File: config.mk
export PLATFORM = sky130hd
export DESIGN_NAME = jciu_top
export DESIGN_NICKNAME = d
export VERILOG_FILES = /design/src/rtl/jciu_top.v /design/src/rtl/jciu_sync.v /design/src/rtl/jciu_tap_fsm.v
export VERILOG_INCLUDE_DIRS = /design/src /design/src/rtl
export SDC_FILE = /design/constraint.sdc
export NUM_CORES = 1
export LEC_CHECK = 0
export ABC_AREA = 1
export BUFFER_PORTS_ARGS = -buffer_cell sky130_fd_sc_hd__buf_2
export CAP_MARGIN = 10
export CELL_PAD_IN_SITES_DETAIL_PLACEMENT = 1
export CELL_PAD_IN_SITES_GLOBAL_PLACEMENT = 2
export CORE_UTILIZATION = 40
export CTS_BUF_LIST = sky130_fd_sc_hd__clkbuf_4
export CTS_CLUSTER_DIAMETER = 50
export CTS_CLUSTER_SIZE = 24
export DETAILED_ROUTE_END_ITERATION = 10
export GPL_TIMING_DRIVEN = 0
export HOLD_SLACK_MARGIN = 0.1
export PLACE_DENSITY = 0.89
export SLEW_MARGIN = 20
export SYNTH_ARGS = -nofsm -noshare
export SYNTH_HDL_FRONTEND = slang
export SYNTH_HIERARCHICAL = 1
export SYNTH_SLANG_ARGS = --single-unit
export TNS_END_PERCENT = 100
File: constraint.sdc
create_clock -name clk -period 5.2 [get_ports clk]
set_input_delay 0.26 -clock clk [delete_from_list [all_inputs] [get_ports clk]]
set_output_delay 0.26 -clock clk [all_outputs]
set_load 0.02 [all_outputs]
File: src/rtl/jciu_map.vh
/*
 * Constants for the configuration instruction unit: instruction codes,
 * register lengths, TAP state codes and identification fields.
 * Assumes inclusion by the Verilog design files and by the SystemVerilog checker and bench.
 */
`ifndef JCIU_MAP_VH
`define JCIU_MAP_VH

// =====================================================================
// instruction register
`define JCIU_IR_W 5
`define JCIU_OP_EXTEST 5'h00
`define JCIU_OP_SEL_USER 5'h01
`define JCIU_OP_ERASE_A 5'h02
`define JCIU_OP_ERASE_B 5'h03
`define JCIU_OP_VERIFY_A 5'h04
`define JCIU_OP_VERIFY_B 5'h05
`define JCIU_OP_PROG_A 5'h06
`define JCIU_OP_PROG_B 5'h07
`define JCIU_OP_CAL 5'h0C
`define JCIU_OP_IDCODE 5'h0D
`define JCIU_OP_SAMPLE 5'h1E
`define JCIU_OP_BYPASS 5'h1F
// reset value of the instruction shift register, low bits 01 per the standard
`define JCIU_IR_CAPTURE 5'h01

// =====================================================================
// data registers
`define JCIU_ID_W 32
`define JCIU_USER_W 96
// configuration B only holds capacitor settings, in the low bits
`define JCIU_B_W 64
// position of the A/B select bit inside the stored A image
`define JCIU_AB_SEL_BIT 95

// =====================================================================
// TAP state codes, sixteen states
`define JCIU_TLR 4'hF
`define JCIU_RTI 4'hC
`define JCIU_SEL_DR 4'h7
`define JCIU_CAP_DR 4'h6
`define JCIU_SH_DR 4'h2
`define JCIU_EX1_DR 4'h1
`define JCIU_PAU_DR 4'h3
`define JCIU_EX2_DR 4'h0
`define JCIU_UPD_DR 4'h5
`define JCIU_SEL_IR 4'h4
`define JCIU_CAP_IR 4'hE
`define JCIU_SH_IR 4'hA
`define JCIU_EX1_IR 4'h9
`define JCIU_PAU_IR 4'hB
`define JCIU_EX2_IR 4'h8
`define JCIU_UPD_IR 4'hD

// =====================================================================
// identification word, values arbitrary
`define JCIU_ID_VERSION 4'h1
`define JCIU_ID_PART 16'h0A5C
`define JCIU_ID_MAKER 11'h155

// =====================================================================
// timing at 100 MHz
`define JCIU_CLK_NS 10
`define JCIU_CAL_US 20000

`endif

File: src/rtl/jciu_top.v
/*
 * Instruction unit of a five-bit configuration TAP: instruction decode,
 * bypass / identification / 96-bit user paths, erase, program, verify
 * and auto-calibration of two nonvolatile configurations A and B.
 * Assumes tck, tms and tdi arrive asynchronously and tck is slow against
 * clk (at least four clk periods per tck phase). The nonvolatile cells
 * are modelled as registers inside this module.
 */
//
// Contract
// - instruction register is five bits, shifted in during Shift-IR
// - code 00000 acts as bypass, one-bit path only
// - code 11110 acts as bypass
// - code 11111 puts bypass bit between serial in and out
// - code 01101 selects 32-bit identification register, operation continues
// - after reset a data scan reads identification without loading instruction
// - code 00001 selects user register for Shift-DR, no interruption
// - user register 96 bits; B stores only capacitor settings
// - 00110/00111 program A/B on entering Run-Test/Idle, interrupting operation
// - programming only sets bits, never clears them
// - 00010/00011 erase A/B to zero, inputs cut, outputs at reference
// - 00100/00101 load A/B into user register without interruption
// - verify A yields correct data only while select bit is zero
// - 01100 arms calibration, starts in Run-Test/Idle, runs to completion
// - select, bypass, identification execute in Update-IR; others in idle
// - Capture-IR loads the identification instruction
// - tms high five clocks reaches Test-Logic-Reset, the power-on state
// - tdi and tms sampled on tck rise, tdo changes on tck fall
`timescale 1ns/1ps
`include "jciu_map.vh"
module jciu_top #(
    parameter CAL_CYCLES = (`JCIU_CAL_US * 1000) / `JCIU_CLK_NS
) (
    input wire clk,
    input wire rst,
    input wire tck,
    input wire tms,
    input wire tdi,
    output reg tdo_q,
    output reg tdo_oe_n_q,
    output reg normal_run_q,
    output reg inputs_connected_q,
    output reg reference_output_level_q,
    output reg prog_busy_q,
    output reg erase_busy_q,
    output reg cal_busy_q,
    output reg config_sel_b_q,
    output reg [`JCIU_USER_W-1:0] active_config_q
);
    // =================================================================
    // path selection
    localparam [2:0] PATH_BYPASS = 3'h1;
    localparam [2:0] PATH_ID = 3'h2;
    localparam [2:0] PATH_USER = 3'h4;

    localparam [2:0] OP_IDLE = 3'h1;
    localparam [2:0] OP_RUN = 3'h2;
    localparam [2:0] OP_CAL = 3'h4;

    localparam [`JCIU_ID_W-1:0] ID_WORD = {`JCIU_ID_VERSION, `JCIU_ID_PART, `JCIU_ID_MAKER, 1'b1};
    localparam [`JCIU_USER_W-1:0] B_MASK = {{(`JCIU_USER_W-`JCIU_B_W){1'b0}}, {`JCIU_B_W{1'b1}}};

    function [2:0] path_of;
        input [`JCIU_IR_W-1:0] op;
        begin
            case (op)
                `JCIU_OP_IDCODE: path_of = PATH_ID;
                `JCIU_OP_SEL_USER: path_of = PATH_USER;
                default: path_of = PATH_BYPASS;
            endcase
        end
    endfunction

    function is_idle_op;
        input [`JCIU_IR_W-1:0] op;
        begin
            is_idle_op = (op == `JCIU_OP_ERASE_A) || (op == `JCIU_OP_ERASE_B) || (op == `JCIU_OP_PROG_A)
                || (op == `JCIU_OP_PROG_B) || (op == `JCIU_OP_VERIFY_A) || (op == `JCIU_OP_VERIFY_B)
                || (op == `JCIU_OP_CAL);
        end
    endfunction

    // =================================================================
    // pin sampling and TAP state
    wire tck_s;
    wire tck_rise;
    wire tck_fall;
    wire tms_s;
    wire tdi_s;
    wire [3:0] tap_q;

    jciu_sync u_sync_tck (
        .clk(clk),
        .rst(rst),
        .async_in(tck),
        .level(tck_s),
        .rise(tck_rise),
        .fall(tck_fall)
    );
    jciu_sync u_sync_tms (
        .clk(clk),
        .rst(rst),
        .async_in(tms),
        .level(tms_s),
        .rise(),
        .fall()
    );
    jciu_sync u_sync_tdi (
        .clk(clk),
        .rst(rst),
        .async_in(tdi),
        .level(tdi_s),
        .rise(),
        .fall()
    );

    jciu_tap_fsm u_fsm (
        .clk(clk),
        .rst(rst),
        .step(tck_rise),
        .tms(tms_s),
        .state_q(tap_q)
    );

    // =================================================================
    // registers
    reg [`JCIU_IR_W-1:0] ir_sh_q;
    reg [`JCIU_IR_W-1:0] ir_q;
    reg [2:0] path_q;
    reg bypass_q;
    reg [`JCIU_ID_W-1:0] id_sh_q;
    reg [`JCIU_USER_W-1:0] user_sh_q;
    reg [`JCIU_USER_W-1:0] nv_a_q;
    reg [`JCIU_USER_W-1:0] nv_b_q;
    reg [2:0] op_q;
    reg [31:0] cal_cnt_q;
    reg was_rti_q;

    wire in_rti = (tap_q == `JCIU_RTI);
    wire enter_rti = in_rti && !was_rti_q;
    wire serial_out;

    assign serial_out = (tap_q == `JCIU_SH_IR) ? ir_sh_q[0] :
                        (path_q == PATH_ID) ? id_sh_q[0] :
                        (path_q == PATH_USER) ? user_sh_q[0] : bypass_q;

    // =================================================================
    // instruction register and data paths
    always @(posedge clk) begin
        if (rst) begin
            ir_sh_q <= `JCIU_IR_CAPTURE;
            ir_q <= `JCIU_OP_IDCODE;
            path_q <= PATH_ID;
            bypass_q <= 1'b0;
            id_sh_q <= ID_WORD;
            user_sh_q <= {`JCIU_USER_W{1'b0}};
        end else if (tck_rise) begin
            case (tap_q)
                `JCIU_TLR: begin
                    ir_q <= `JCIU_OP_IDCODE;
                    path_q <= PATH_ID;
                end
                `JCIU_CAP_IR: ir_sh_q <= `JCIU_OP_IDCODE;
                `JCIU_SH_IR: ir_sh_q <= {tdi_s, ir_sh_q[`JCIU_IR_W-1:1]};
                `JCIU_UPD_IR: begin
                    ir_q <= ir_sh_q;
                    if (!is_idle_op(ir_sh_q)) begin
                        path_q <= path_of(ir_sh_q);
                    end else begin
                        path_q <= PATH_BYPASS;
                    end
                end
                `JCIU_CAP_DR: begin
                    bypass_q <= 1'b0;
                    id_sh_q <= ID_WORD;
                end
                `JCIU_SH_DR: begin
                    bypass_q <= tdi_s;
                    id_sh_q <= {tdi_s, id_sh_q[`JCIU_ID_W-1:1]};
                    user_sh_q <= {tdi_s, user_sh_q[`JCIU_USER_W-1:1]};
                end
                default: ;
            endcase
        end else if (op_q == OP_IDLE && enter_rti && ir_q == `JCIU_OP_VERIFY_A) begin
            // select bit set scrambles the readback, as the cells do
            user_sh_q <= nv_a_q[`JCIU_AB_SEL_BIT] ? ~nv_a_q : nv_a_q;
        end else if (op_q == OP_IDLE && enter_rti && ir_q == `JCIU_OP_VERIFY_B) begin
            user_sh_q <= nv_b_q & B_MASK;
        end
    end

    // =================================================================
    // idle-triggered operations
    always @(posedge clk) begin
        if (rst) begin
            op_q <= OP_IDLE;
            cal_cnt_q <= 32'h0000_0000;
            was_rti_q <= 1'b0;
            nv_a_q <= {`JCIU_USER_W{1'b0}};
            nv_b_q <= {`JCIU_USER_W{1'b0}};
            prog_busy_q <= 1'b0;
            erase_busy_q <= 1'b0;
            cal_busy_q <= 1'b0;
        end else begin
            was_rti_q <= in_rti;
            case (op_q)
                OP_IDLE: begin
                    if (enter_rti) begin
                        case (ir_q)
                            `JCIU_OP_PROG_A, `JCIU_OP_PROG_B: begin
                                op_q <= OP_RUN;
                                prog_busy_q <= 1'b1;
                            end
                            `JCIU_OP_ERASE_A, `JCIU_OP_ERASE_B: begin
                                op_q <= OP_RUN;
                                erase_busy_q <= 1'b1;
                            end
                            `JCIU_OP_CAL: begin
                                op_q <= OP_CAL;
                                cal_busy_q <= 1'b1;
                                cal_cnt_q <= CAL_CYCLES;
                            end
                            default: ;
                        endcase
                    end
                end
                OP_RUN: begin
                    // the cells act for as long as idle is held; the programmer owns the time
                    if (ir_q == `JCIU_OP_PROG_A) begin
                        nv_a_q <= nv_a_q | user_sh_q;
                    end else if (ir_q == `JCIU_OP_PROG_B) begin
                        nv_b_q <= nv_b_q | (user_sh_q & B_MASK);
                    end else if (ir_q == `JCIU_OP_ERASE_A) begin
                        nv_a_q <= {`JCIU_USER_W{1'b0}};
                    end else begin
                        nv_b_q <= {`JCIU_USER_W{1'b0}};
                    end
                    if (!in_rti) begin
                        op_q <= OP_IDLE;
                        prog_busy_q <= 1'b0;
                        erase_busy_q <= 1'b0;
                    end
                end
                OP_CAL: begin
                    // independent of TAP activity once started
                    if (cal_cnt_q <= 32'h0000_0001) begin
                        op_q <= OP_IDLE;
                        cal_busy_q <= 1'b0;
                    end
                    cal_cnt_q <= cal_cnt_q - 32'h0000_0001;
                end
                default: op_q <= OP_IDLE;
            endcase
        end
    end

    // =================================================================
    // outputs
    always @(posedge clk) begin
        if (rst) begin
            tdo_q <= 1'b0;
            tdo_oe_n_q <= 1'b1;
            normal_run_q <= 1'b1;
            inputs_connected_q <= 1'b1;
            reference_output_level_q <= 1'b0;
            config_sel_b_q <= 1'b0;
            active_config_q <= {`JCIU_USER_W{1'b0}};
        end else begin
            if (tck_fall) begin
                tdo_q <= serial_out;
                tdo_oe_n_q <= !((tap_q == `JCIU_SH_IR) || (tap_q == `JCIU_SH_DR));
            end
            normal_run_q <= (op_q == OP_IDLE);
            inputs_connected_q <= !erase_busy_q;
            reference_output_level_q <= erase_busy_q || cal_busy_q;
            config_sel_b_q <= nv_a_q[`JCIU_AB_SEL_BIT];
            active_config_q <= nv_a_q[`JCIU_AB_SEL_BIT] ? ((nv_a_q & ~B_MASK) | nv_b_q) : nv_a_q;
        end
    end
endmodule

File: src/rtl/jciu_sync.v
/*
 * Two-flop synchroniser with rise and fall detection on the synchronised
 * level. Assumes the input is asynchronous to clk.
 */
`timescale 1ns/1ps
module jciu_sync (
    input wire clk,
    input wire rst,
    input wire async_in,
    output wire level,
    output wire rise,
    output wire fall
);
    reg meta_q;
    reg sync_q;
    reg prev_q;

    always @(posedge clk) begin
        if (rst) begin
            meta_q <= 1'b0;
            sync_q <= 1'b0;
            prev_q <= 1'b0;
        end else begin
            meta_q <= async_in;
            sync_q <= meta_q;
            prev_q <= sync_q;
        end
    end

    assign level = sync_q;
    assign rise = sync_q & ~prev_q;
    assign fall = ~sync_q & prev_q;
endmodule

File: src/rtl/jciu_tap_fsm.v
/*
 * Sixteen-state TAP controller advanced by one step per detected TCK rise.
 * Assumes tms is already synchronised and valid when step is high.
 */
`timescale 1ns/1ps
`include "jciu_map.vh"
module jciu_tap_fsm (
    input wire clk,
    input wire rst,
    input wire step,
    input wire tms,
    output reg [3:0] state_q
);
    reg [3:0] state_d;

    always @* begin
        case (state_q)
            `JCIU_TLR: state_d = tms ? `JCIU_TLR : `JCIU_RTI;
            `JCIU_RTI: state_d = tms ? `JCIU_SEL_DR : `JCIU_RTI;
            `JCIU_SEL_DR: state_d = tms ? `JCIU_SEL_IR : `JCIU_CAP_DR;
            `JCIU_CAP_DR: state_d = tms ? `JCIU_EX1_DR : `JCIU_SH_DR;
            `JCIU_SH_DR: state_d = tms ? `JCIU_EX1_DR : `JCIU_SH_DR;
            `JCIU_EX1_DR: state_d = tms ? `JCIU_UPD_DR : `JCIU_PAU_DR;
            `JCIU_PAU_DR: state_d = tms ? `JCIU_EX2_DR : `JCIU_PAU_DR;
            `JCIU_EX2_DR: state_d = tms ? `JCIU_UPD_DR : `JCIU_SH_DR;
            `JCIU_UPD_DR: state_d = tms ? `JCIU_SEL_DR : `JCIU_RTI;
            `JCIU_SEL_IR: state_d = tms ? `JCIU_TLR : `JCIU_CAP_IR;
            `JCIU_CAP_IR: state_d = tms ? `JCIU_EX1_IR : `JCIU_SH_IR;
            `JCIU_SH_IR: state_d = tms ? `JCIU_EX1_IR : `JCIU_SH_IR;
            `JCIU_EX1_IR: state_d = tms ? `JCIU_UPD_IR : `JCIU_PAU_IR;
            `JCIU_PAU_IR: state_d = tms ? `JCIU_EX2_IR : `JCIU_PAU_IR;
            `JCIU_EX2_IR: state_d = tms ? `JCIU_UPD_IR : `JCIU_SH_IR;
            `JCIU_UPD_IR: state_d = tms ? `JCIU_SEL_DR : `JCIU_RTI;
            default: state_d = `JCIU_TLR;
        endcase
    end

    // tms high walks every state to reset within five steps
    always @(posedge clk) begin
        if (rst) begin
            state_q <= `JCIU_TLR;
        end else if (step) begin
            state_q <= state_d;
        end
    end
endmodule

==> results.yml <==
worst_hold_path:
  min_to: "u_sync_tms/level"
  holdPathStages: 3
  worstHoldStart: "rst"
  hp-class: "input port to register"
sta:
  rsz0062_at_grt: "false"
  fin_crit_ps: 2780
  finalHoldViolCount: 0
  fin_tns_setup_ps: 0
  fmaxAchievable_ghz: 0.360
  finalClockSkew_ps: 40.2
  post-route-period-util_pct: 53.4
  slew_headroom_pct: 35.0
  layout_setup_ws_ps: 2420
  drv_slew: 0
  worstMarginPinSlew_ps: 975
  finalSetupViolCount: 0
pwr:
  power_leakage_nw: 8.63
  power_switching_mw: 1.54
  clockPowerShare_pct: 36.5
  p_sw_share_pct: 27.0
  power.density_mw_per_mm2: 269
  seqPwrFrac_pct: 60.9
  ir_worst_vdd_mv: 0.190
  intPower_mw: 4.18
  pwr-share-comb_pct: 2.6
place:
  port_buffers: 109
  place_congestion: 0.842
  hpwl_mm: 41.4
  dp_slack_ps: 2430
routing:
  drc: 21
  viasPerCell: 5.22
  ant_nets: 0
  vias: 17100
  drt-initial-drc-count: 834
  dr.pass1.iters: 8
  drt-total-wl_mm: 58.7
  wl_per_cell_um: 17.9
worst_setup_path:
  critPathKind: "register to register"
  slowest_stage: "dfxtp_1"
  endpoint_kind: "register"
  cpPeakStageDelay_ps: 360
  worst_setup_path_start_kind: "register"
  path_cells: "inv_1, nor2_1, buf_2, inv_2, nor3_4, nand2_2, nand2_4, buf_6, buf_4, nand2_1, nor2_1, nor2_1"
  reg2reg_to: "user_sh_q[77]"
  cp_max_fo: 10
  arrival_ps: 3550
  cp.required_ps: 5970
  crit_top_cell: "nor2_1"
  r2r_slack_ps: 2420
  reg2reg_depth: 12
  timing.rr.start: "u_sync_tck/level"
grt:
  grt_pass1_vias: 17600
  grt_max_degree: 18
  grt.overflow.total: 0
  grt_usage_pct: 24.3
  antenna_found_initial: 3
  grt_pass1_wl_mm: 93.6
yosys:
  ys_warn_count: 6
  syn-cell-area_mm2: 0.0191
  syn_avg_cell_area_um2: 7.76
  synthCells: 2465
  synth_nets: 2472
clock_tree:
  post_cts_buffers: 0
  cts_buffers: 49
  clock_path_buffers: 3
  cts-htree-levels: 2
  clock-root-buffer: "clkbuf_4"
  clk-insertion-delay-late_ps: 870
  cts_tree: "yes"
  path_clk_slew_ps: 140
  cts_sinks: 453
  post_cts_resized: 0
  ctsHoldBuffers: 10
die:
  start_util_pct: 40.8
  io_pins: 110
  placementRows: 79
  core_area_mm2: 0.0469
  die_area_mm2: 0.0487
  die_h_um: 221
  fp.dieW_um: 221
cells_and_area:
  n_fill_cell: 5922
  area.sequential_mm2: 0.00907
  syn_to_final_growth_pct: 11.3
  mostFrequentLayoutCell: "dfxtp_1"
  fin_nets: 2642
  mostFrequentLayoutCells: "dfxtp_1 (453), nand2_1 (383), a21oi_1 (256), nor2_1 (253), inv_1 (222)"
  drive_gt1_share_pct: 13.7
  multiInputGateArea_mm2: 0.00850
  final_util_pct: 45.5
status:
  violations: "DRC"
  status: "complete, but fails checks"
flow_run:
  maxCapViolations: 0
## power groups by stage
stage / registers [mW] / clock network (mW) / logic [mW]
2_1_floorplan: 3.56 / 0 / 0.0847
6_report: 3.48 / 2.08 / 0.149
5_1_grt: 3.49 / 2.28 / 0.161
3_5_place_dp: 3.56 / 0 / 0.143
3_3_place_gp: 3.56 / 0 / 0.141
4_1_cts: 3.48 / 2.16 / 0.149
## final cells by class
cell class	count	share of cell area, %
repair buffers	119	3.03
inverters	232	4.09
well taps	607	3.57
multi-input cells	1620	39.9
clock buffers	50	1.76
flip-flops and latches	453	42.6
clock inverters	38	1.70
diodes	6	0.0705
plain buffers	160	3.30
## sequential cells by signal (all words and copies together), names as in the netlist, 3 cells and up
register,cells
nv_a_q,96
nv_b_q,64
active_config_q,96
path_q,3
ir_sh_q,5
id_sh_q,31
op_q,3
cal_cnt_q,32
user_sh_q,96
ir_q,5
u_fsm/state_q,4
## per-stage QoR
step                      power [mW]  std cells  hold slack [ps]  cell area, um^2
after global placement          3.70       3181              395            20400
final                           5.72       3285              301            21300
after CTS                       5.79       3279              241            21300
after detailed placement        3.70       3181              399            20400
after floorplan                 3.64       2465              331            19100
after global routing            5.93       3281              285            21300
## per-layer routing
metal  up-vias  routed length, um  global-route usage (%)
met2       245              28300                    42.4
met5         -                  0                       0
met3        91               1930                    3.27
met1      8358              27000                    31.0
li1       8454                  -                       -
met4         0               1520                    7.21
## worst max-delay path by stage
| stage | startpoint | endpoint | slack, ps |
|---|---|---|---|
| after floorplan | u_sync_tck/level | user_sh_q[65] | 3280 |
| after global placement | u_sync_tck/level | user_sh_q[67] | 2520 |
| after detailed placement | u_sync_tck/level | user_sh_q[77] | 2430 |
| after CTS | u_sync_tck/level | user_sh_q[77] | 2420 |
| after global routing | u_sync_tck/level | user_sh_q[70] | 2200 |
| final | u_sync_tck/level | user_sh_q[77] | 2420 |
## critical path: cells and delay by family (launching register included)
kind	cells	cell delay, ps
and+or+nand+nor	7	1360
DFF	1	360
buffers and inverters	5	930
(Power assumes the default switching activity.)
